`src/pkg/status_event_pkg.sv`:
```
/*
 * status_event_pkg: command codes, bit positions, reset values and carrier
 * structs shared by the status reporting core and its transition group.
 * Assumes a single clock domain at 100 MHz and a synchronous reset.
 */
package status_event_pkg;

	localparam int GROUP_WIDTH = 16;
	localparam int STD_WIDTH   = 8;

	// summary positions inside the status byte
	localparam int SB_QUES_BIT = 3;
	localparam int SB_STD_BIT  = 5;
	localparam int SB_OPER_BIT = 7;

	// operation condition positions
	localparam int OPER_IQ_CAL_BIT       = 0;
	localparam int OPER_SWEEP_BIT        = 3;
	localparam int OPER_BERT_BIT         = 4;
	localparam int OPER_WAIT_TRIG_BIT    = 5;
	localparam int OPER_FM_ZERO_CAL_BIT  = 9;
	localparam int OPER_WAVE_PLAY_BIT    = 10;
	localparam int OPER_PRE_SWEEP_BIT    = 11;
	localparam int OPER_CHAN_FRAMING_BIT = 12;

	// standard event bit that never sets (no control request)
	localparam int STD_REQ_CTRL_BIT = 1;

	// reset values
	localparam logic [GROUP_WIDTH-1:0] PTR_RESET    = 16'hFFFF;
	localparam logic [GROUP_WIDTH-1:0] NTR_RESET    = 16'h0000;
	localparam logic [GROUP_WIDTH-1:0] ENABLE_RESET = 16'h0000;
	localparam logic [GROUP_WIDTH-1:0] EVENT_RESET  = 16'h0000;
	localparam logic [STD_WIDTH-1:0]   STD_RESET    = 8'h00;

	typedef enum logic [4:0] {
		CMD_NONE,
		CMD_STD_EVT_Q,
		CMD_STD_EN_W,
		CMD_STD_EN_Q,
		CMD_OPER_COND_Q,
		CMD_OPER_EVT_Q,
		CMD_OPER_PTR_W,
		CMD_OPER_PTR_Q,
		CMD_OPER_NTR_W,
		CMD_OPER_NTR_Q,
		CMD_OPER_EN_W,
		CMD_OPER_EN_Q,
		CMD_QUES_COND_Q,
		CMD_QUES_EVT_Q,
		CMD_QUES_PTR_W,
		CMD_QUES_PTR_Q,
		CMD_QUES_NTR_W,
		CMD_QUES_NTR_Q,
		CMD_QUES_EN_W,
		CMD_QUES_EN_Q,
		CMD_CLEAR_STATUS
	} cmd_t;

	typedef struct packed {
		cmd_t                   code;
		logic [GROUP_WIDTH-1:0] data;
	} cmd_req_t;

	typedef struct packed {
		logic iq_cal;
		logic sweep;
		logic bert;
		logic wait_trigger;
		logic dc_freq_mod_zero_cal;
		logic waveform_playback;
		logic pre_sweep_calc;
		logic channel_framing;
	} activity_t;

endpackage : status_event_pkg

```
`src/core/status_event_summary.sv`:
```
/*
 * status_event_summary: standard event, operation and questionable status
 * groups behind a text-command port, with the summary status byte.
 * Assumes the command parser hands over one decoded command per cycle and
 * formats the binary answer as a decimal sum of bit weights.
 */
// Contract
// - standard event query returns the sum of set bits as binary weights.
// - writable standard enable mask; masked standard events drive status bit 5.
// - standard enable mask reads back the last written value.
// - status bit 7 is OR of operation events ANDed with their enables.
// - operation condition bits 0,3,4,5: IQ cal, sweep, bit error test, trigger wait.
// - bits 9..12: FM zero cal, waveform playback, pre-sweep, channel framing.
// - operation condition is 16 bits; unused bits always read zero.
// - operation condition tracks live activity, unlatched, read-only.
// - positive filter bit set: rising condition sets the event bit.
// - negative filter bit set: falling condition sets event; filters are writable.
// - operation event bits stay set after the condition returns.
// - reading an event register returns it and clears it.
// - operation enable mask writable and reads back the last written value.
// - questionable group has full filter path; its summary drives status bit 3.
// - latched event bits clear only on read or clear-status command.
// - standard event bits set directly by events, no transition filters.
`timescale 1ns/1ps
`default_nettype none

module status_event_summary
	import status_event_pkg::*;
(
	input  wire logic                   clk_i,
	input  wire logic                   srst_i,
	input  wire logic                   cmd_valid_i,
	input  wire cmd_req_t               cmd_i,
	input  wire activity_t              activity_i,
	input  wire logic [GROUP_WIDTH-1:0] ques_cond_i,
	input  wire logic [STD_WIDTH-1:0]   std_event_i,
	output logic                        resp_valid_o,
	output logic      [GROUP_WIDTH-1:0] resp_data_o,
	output logic      [STD_WIDTH-1:0]   status_byte_o
);

	function automatic logic hit(input logic v, input cmd_req_t c, input cmd_t t);
		return v && (c.code == t);
	endfunction : hit

	function automatic logic is_query(input cmd_t t);
		case (t)
			CMD_STD_EVT_Q, CMD_STD_EN_Q, CMD_OPER_COND_Q, CMD_OPER_EVT_Q,
			CMD_OPER_PTR_Q, CMD_OPER_NTR_Q, CMD_OPER_EN_Q, CMD_QUES_COND_Q,
			CMD_QUES_EVT_Q, CMD_QUES_PTR_Q, CMD_QUES_NTR_Q, CMD_QUES_EN_Q:
				return 1'b1;
			default:
				return 1'b0;
		endcase
	endfunction : is_query

	// activity levels come from other logic; two flops before use
	activity_t              act_meta;
	activity_t              act_sync;
	logic [GROUP_WIDTH-1:0] ques_meta;
	logic [GROUP_WIDTH-1:0] ques_sync;

	always_ff @(posedge clk_i) begin
		if (srst_i) begin
			act_meta  <= '0;
			act_sync  <= '0;
			ques_meta <= '0;
			ques_sync <= '0;
		end else begin
			act_meta  <= activity_i;
			act_sync  <= act_meta;
			ques_meta <= ques_cond_i;
			ques_sync <= ques_meta;
		end
	end

	logic [GROUP_WIDTH-1:0] oper_cond;

	always_comb begin
		oper_cond                        = '0;
		oper_cond[OPER_IQ_CAL_BIT]       = act_sync.iq_cal;
		oper_cond[OPER_SWEEP_BIT]        = act_sync.sweep;
		oper_cond[OPER_BERT_BIT]         = act_sync.bert;
		oper_cond[OPER_WAIT_TRIG_BIT]    = act_sync.wait_trigger;
		oper_cond[OPER_FM_ZERO_CAL_BIT]  = act_sync.dc_freq_mod_zero_cal;
		oper_cond[OPER_WAVE_PLAY_BIT]    = act_sync.waveform_playback;
		oper_cond[OPER_PRE_SWEEP_BIT]    = act_sync.pre_sweep_calc;
		oper_cond[OPER_CHAN_FRAMING_BIT] = act_sync.channel_framing;
	end

	logic cls;
	assign cls = hit(cmd_valid_i, cmd_i, CMD_CLEAR_STATUS);

	logic [GROUP_WIDTH-1:0] oper_ptr;
	logic [GROUP_WIDTH-1:0] oper_ntr;
	logic [GROUP_WIDTH-1:0] oper_enable;
	logic [GROUP_WIDTH-1:0] oper_event;
	logic                   oper_summary;
	logic [GROUP_WIDTH-1:0] ques_ptr;
	logic [GROUP_WIDTH-1:0] ques_ntr;
	logic [GROUP_WIDTH-1:0] ques_enable;
	logic [GROUP_WIDTH-1:0] ques_event;
	logic                   ques_summary;

	status_group #(
		.WIDTH(GROUP_WIDTH)
	) u_oper (
		.clk_i      (clk_i),
		.srst_i     (srst_i),
		.cond_i     (oper_cond),
		.wr_data_i  (cmd_i.data),
		.wr_ptr_i   (hit(cmd_valid_i, cmd_i, CMD_OPER_PTR_W)),
		.wr_ntr_i   (hit(cmd_valid_i, cmd_i, CMD_OPER_NTR_W)),
		.wr_enable_i(hit(cmd_valid_i, cmd_i, CMD_OPER_EN_W)),
		.rd_event_i (hit(cmd_valid_i, cmd_i, CMD_OPER_EVT_Q)),
		.cls_i      (cls),
		.ptr_o      (oper_ptr),
		.ntr_o      (oper_ntr),
		.enable_o   (oper_enable),
		.event_o    (oper_event),
		.summary_o  (oper_summary)
	);

	status_group #(
		.WIDTH(GROUP_WIDTH)
	) u_ques (
		.clk_i      (clk_i),
		.srst_i     (srst_i),
		.cond_i     (ques_sync),
		.wr_data_i  (cmd_i.data),
		.wr_ptr_i   (hit(cmd_valid_i, cmd_i, CMD_QUES_PTR_W)),
		.wr_ntr_i   (hit(cmd_valid_i, cmd_i, CMD_QUES_NTR_W)),
		.wr_enable_i(hit(cmd_valid_i, cmd_i, CMD_QUES_EN_W)),
		.rd_event_i (hit(cmd_valid_i, cmd_i, CMD_QUES_EVT_Q)),
		.cls_i      (cls),
		.ptr_o      (ques_ptr),
		.ntr_o      (ques_ntr),
		.enable_o   (ques_enable),
		.event_o    (ques_event),
		.summary_o  (ques_summary)
	);

	// standard event group: no filters, events set bits directly
	logic [STD_WIDTH-1:0]   std_event;
	logic [STD_WIDTH-1:0]   std_enable;
	logic [STD_WIDTH-1:0]   next_std_event;
	logic [STD_WIDTH-1:0]   next_std_enable;
	logic [STD_WIDTH-1:0]   std_set;
	logic                   std_summary;
	logic                   next_std_summary;
	logic                   next_resp_valid;
	logic [GROUP_WIDTH-1:0] next_resp_data;

	always_comb begin
		std_set                   = std_event_i;
		std_set[STD_REQ_CTRL_BIT] = 1'b0;
		// set wins over a read or clear in the same cycle
		next_std_event = ((hit(cmd_valid_i, cmd_i, CMD_STD_EVT_Q) || cls) ? '0 : std_event)
		               | std_set;
		next_std_enable = hit(cmd_valid_i, cmd_i, CMD_STD_EN_W)
		                ? cmd_i.data[STD_WIDTH-1:0] : std_enable;
		next_std_summary = |(next_std_event & next_std_enable);
	end

	// answers are binary; the text layer prints them as decimal sums
	always_comb begin
		next_resp_valid = cmd_valid_i && is_query(cmd_i.code);
		case (cmd_i.code)
			CMD_STD_EVT_Q:   next_resp_data = {8'h00, std_event};
			CMD_STD_EN_Q:    next_resp_data = {8'h00, std_enable};
			CMD_OPER_COND_Q: next_resp_data = oper_cond;
			CMD_OPER_EVT_Q:  next_resp_data = oper_event;
			CMD_OPER_PTR_Q:  next_resp_data = oper_ptr;
			CMD_OPER_NTR_Q:  next_resp_data = oper_ntr;
			CMD_OPER_EN_Q:   next_resp_data = oper_enable;
			CMD_QUES_COND_Q: next_resp_data = ques_sync;
			CMD_QUES_EVT_Q:  next_resp_data = ques_event;
			CMD_QUES_PTR_Q:  next_resp_data = ques_ptr;
			CMD_QUES_NTR_Q:  next_resp_data = ques_ntr;
			CMD_QUES_EN_Q:   next_resp_data = ques_enable;
			default:         next_resp_data = '0;
		endcase
	end

	always_ff @(posedge clk_i) begin
		if (srst_i) begin
			std_event    <= STD_RESET;
			std_enable   <= STD_RESET;
			std_summary  <= 1'b0;
			resp_valid_o <= 1'b0;
			resp_data_o  <= '0;
		end else begin
			std_event    <= next_std_event;
			std_enable   <= next_std_enable;
			std_summary  <= next_std_summary;
			resp_valid_o <= next_resp_valid;
			resp_data_o  <= next_resp_data;
		end
	end

	// bits outside the three summaries belong to other logic
	always_comb begin
		status_byte_o              = '0;
		status_byte_o[SB_QUES_BIT] = ques_summary;
		status_byte_o[SB_STD_BIT]  = std_summary;
		status_byte_o[SB_OPER_BIT] = oper_summary;
	end

endmodule : status_event_summary

`default_nettype wire

```
`src/core/status_group.sv`:
```
/*
 * status_group: condition edge filters, latched event bits, enable mask
 * and masked summary for one status group.
 * Assumes cond_i is already synchronous to clk_i.
 */
`timescale 1ns/1ps
`default_nettype none

module status_group
	import status_event_pkg::*;
#(
	parameter int WIDTH = GROUP_WIDTH
) (
	input  wire logic             clk_i,
	input  wire logic             srst_i,
	input  wire logic [WIDTH-1:0] cond_i,
	input  wire logic [WIDTH-1:0] wr_data_i,
	input  wire logic             wr_ptr_i,
	input  wire logic             wr_ntr_i,
	input  wire logic             wr_enable_i,
	input  wire logic             rd_event_i,
	input  wire logic             cls_i,
	output logic      [WIDTH-1:0] ptr_o,
	output logic      [WIDTH-1:0] ntr_o,
	output logic      [WIDTH-1:0] enable_o,
	output logic      [WIDTH-1:0] event_o,
	output logic                  summary_o
);

	// refused at elaboration: reset constants are only GROUP_WIDTH bits wide
	if (WIDTH < 1 || WIDTH > GROUP_WIDTH) begin : g_width_check
		$error("status_group: WIDTH out of range");
	end

	logic [WIDTH-1:0] cond_prev;
	logic [WIDTH-1:0] next_ptr;
	logic [WIDTH-1:0] next_ntr;
	logic [WIDTH-1:0] next_enable;
	logic [WIDTH-1:0] next_event;
	logic [WIDTH-1:0] set_bits;
	logic             next_summary;

	always_comb begin
		set_bits    = (ptr_o & cond_i & ~cond_prev)
		            | (ntr_o & ~cond_i & cond_prev);
		next_ptr    = wr_ptr_i ? wr_data_i : ptr_o;
		next_ntr    = wr_ntr_i ? wr_data_i : ntr_o;
		next_enable = wr_enable_i ? wr_data_i : enable_o;
		// a new edge in the clearing cycle survives the clear
		next_event  = ((rd_event_i || cls_i) ? '0 : event_o) | set_bits;
		next_summary = |(next_event & next_enable);
	end

	always_ff @(posedge clk_i) begin
		if (srst_i) begin
			ptr_o     <= PTR_RESET[WIDTH-1:0];
			ntr_o     <= NTR_RESET[WIDTH-1:0];
			enable_o  <= ENABLE_RESET[WIDTH-1:0];
			event_o   <= EVENT_RESET[WIDTH-1:0];
			cond_prev <= '0;
			summary_o <= 1'b0;
		end else begin
			ptr_o     <= next_ptr;
			ntr_o     <= next_ntr;
			enable_o  <= next_enable;
			event_o   <= next_event;
			cond_prev <= cond_i;
			summary_o <= next_summary;
		end
	end

endmodule : status_group

`default_nettype wire

```
`config.mk`:
```
export PLATFORM = sky130hd
export DESIGN_NAME = status_event_summary
export DESIGN_NICKNAME = d
export VERILOG_FILES = /design/src/pkg/status_event_pkg.sv /design/src/core/status_event_summary.sv /design/src/core/status_group.sv
export SDC_FILE = /design/constraint.sdc
export NUM_CORES = 1
export LEC_CHECK = 0
export BUFFER_PORTS_ARGS = -buffer_cell sky130_fd_sc_hd__buf_2
export CAP_MARGIN = 20
export CORE_MARGIN = 2
export CORE_UTILIZATION = 53
export DETAILED_ROUTE_END_ITERATION = 10
export PLACE_DENSITY = 0.75
export SETUP_SLACK_MARGIN = 0.3
export SLEW_MARGIN = 10
export SYNTH_ARGS = -nofsm -noshare
export SYNTH_HDL_FRONTEND = slang
export SYNTH_SLANG_ARGS = --single-unit
```
`constraint.sdc`:
```
create_clock -name clk_i -period 2.19 [get_ports clk_i]
set_input_delay 0.438 -clock clk_i [delete_from_list [all_inputs] [get_ports clk_i]]
set_output_delay 0.438 -clock clk_i [all_outputs]
set_load 0.01 [all_outputs]
```
==> qor.csv <==
metric,value,unit
io_pins,81,
regToRegEndpoint,u_ques.summary_o,
antenna_cells,0,
wl_per_cell,18.7,µm
synth.most_common_cell,dfxtp_1,
syn_area_per_cell,9.27,µm²
antenna_found_initial,0,
dr.pass1.iters,6,
fp.dieW,135,µm
cts-root-buf,clkbuf_16,
cts.htree.levels,1,
synth_flop_cell,dfxtp_1,
dpl-instance-area,10200,µm²
maxSlewViolCount,0,
finClkSkew,13.4,ps
post-cts-setup-buffers,0,
die_h,135,µm
r2r_slack,630,ps
drtIter0Drc,764,
finalPower,8.88,mW
fin_crit_sh,0.811,
setup_viol,0,
num_vias,7700,
endpoint_kind,flop,
vias_per_cell,5.79,
hold_path_depth,2,
synth_top_area_cell,dfxtp_1,
reg2reg_depth,6,
core_area,16600,µm²
yosysUniqueCellTypes,46,
path_class,input pin to flop,
numPortBuffers,74,
grt_usage,0.273,
tightestPinTransition,771,ps
worstHoldPathType,input pin to flop,
gr-total-overflow,0,
cts_tree,built,
synth-async-reset-ratio,0,
cts_sinks,236,
clk_pin_slew,60,ps
syn_inst,979,
period_minus_slack,1780,ps
start_util,0.545,
yosys-top-cells-area,"dfxtp_1, mux2i_1, nand2_1",
min_to,ques_meta[10],
max-vdd-ir-drop,0.600,mV
hold_violations,0,
cts_buffers,24,
required,2580,ps
wl,24900,µm
setup_tns,0,ps
yosys_warnings,0,
slew_headroom,0.486,
dp_hpwl,16500,µm
drive_gt1_frac,0.189,
synth_edf_count,0,
num-fill-cells,1324,
grt_pass1_vias,7385,
synth_area,9080,µm²
p_leak,4.43,nW
status,"complete, no violations",
cp.arrival,2170,ps
fmax,0.563,GHz
synth_common_cells,"dfxtp_1, nand2_1, nor2_1",
ys_seq_elements,236,
drv_cap,0,
ys_seq_area_frac,0.520,
area_growth,20.8,%
drc,0,
r2r-start,ques_sync[6],
grt_max_degree,82,
final_nets,1153,
routabilityCongestion,0.898,
dp_worst_setup_slack,-173,ps
rsz0062_at_grt,yes,
cp_max_fo,9,
die_area,18200,µm²
grt_pass1_wl,38800,µm
fin_ws,415,ps
drtAntennaViolNets,0,
finalInstanceArea,11000,µm²
start_kind,input pin,
clk_latency,520,ps
p_per_area,810,nW/µm²
synth_top_area_frac,0.520,
cts_buffer_depth,3,
row_count,47,
hp-start,ques_cond_i[10],
-- power by group --
group | leakage, nW | switching [mW] | internal (mW)
Combinational | 2.14 | 0.312 | 0.240
Clock | 0.359 | 1.60 | 2.25
Sequential | 1.92 | 0.0677 | 4.41
-- worst max-delay path, stage by stage --
cell	delay (ps)
buf_2	100
or2b_1	230
or3_1	360
buf_4	210
a21oi_1	210
o22ai_1	200
nor4_2	310
a21oi_1	100
-- flip-flops by register name, indices dropped and copies added, names as in the netlist, 8 cells and up --
| register | flops |
|---|---|
| act_meta | 8 |
| act_sync | 8 |
| ques_meta | 16 |
| ques_sync | 16 |
| resp_data_o | 16 |
| std_enable | 8 |
| std_event | 8 |
| u_oper.cond_prev | 8 |
| u_oper.enable_o | 16 |
| u_oper.event_o | 16 |
| u_oper.ntr_o | 16 |
| u_oper.ptr_o | 16 |
| u_ques.cond_prev | 16 |
| u_ques.enable_o | 16 |
| u_ques.event_o | 16 |
| u_ques.ntr_o | 16 |
| u_ques.ptr_o | 16 |
-- what timing repair did --
item | in CTS | in global routing
hold endpoints to repair | 0 | 0
setup endpoints to repair | 0 | 3
hold buffers | 0 | 0
gates resized for setup | 0 | 3
-- worst max path at each step --
stage / cells after the start / startpoint / endpoint / slack (ps)
final: 8 / cmd_i[19] / u_oper.summary_o / 410
after global routing: 8 / cmd_i[19] / u_ques.summary_o / 300
after detailed placement: 9 / cmd_i[20] / u_ques.summary_o / -170
after global placement: 8 / cmd_i[19] / u_oper.summary_o / -100
after CTS: 9 / cmd_i[20] / u_ques.summary_o / 340
after floorplan: 8 / cmd_i[20] / u_oper.summary_o / 170
-- cells in the final DEF, fill, tap and decap left out, types with 4 or more instances in the layout --
cell type	n
dfxtp_1	236
nand2_1	139
nor2_1	101
nor2b_1	75
buf_2	73
buf_4	71
nand3b_1	58
mux2i_1	56
a21oi_1	44
a22oi_1	37
clkbuf_16	24
o21ai_0	23
o22ai_1	20
a222oi_1	16
a221oi_1	12
a31oi_1	12
buf_12	10
and2_1	9
a22o_1	8
nand3_1	7
inv_1	6
and3_1	6
a21oi_2	6
conb_1	5
clkbuf_1	5
and4_1	4
nor4_1	4
clkbuf_8	4
-- routing by layer --
| layer | wire, µm | vias to the layer above | global-route usage |
|---|---|---|---|
| li1 | - | 3631 | - |
| met1 | 10500 | 3656 | 0.362 |
| met2 | 11400 | 356 | 0.437 |
| met3 | 2230 | 57 | 0.0668 |
| met4 | 766 | 0 | 0.0988 |
| met5 | 0 | - | 0 |
-- area by class of cell --
type                       instances  area [µm²]  area share
multi-input combinational        674        4090       0.373
tap                              220         275      0.0251
clock buffer                      33         674      0.0615
inverter                           6        22.5     0.00205
timing repair buffer             155        1110       0.101
clock inverter                     5        63.8     0.00582
sequential                       236        4720       0.431
-- stage by stage --
stage / instances / util / hold slack, ps
after floorplan: 983 / - / 414
after global placement: 1291 / 0.614 / 416
after detailed placement: 1291 / 0.614 / 422
after CTS: 1329 / 0.658 / 108
after global routing: 1329 / 0.659 / 122
final: 1329 / 0.659 / 126
-- cell families (layout without fill, tap and decap cells) --
kind of cell | after synthesis | in the layout | share of synthesized area
flops | 236 | 236 | 0.520
other cells | 1 | 5 | 0.000413
mux | 56 | 56 | 0.0618
xor+xnor | 1 | 1 | 0.000965
simple gates | 430 | 430 | 0.242
compound gates | 182 | 182 | 0.134
buf+inv | 73 | 199 | 0.0401
No activity file was read; power rests on OpenSTA's default activity.
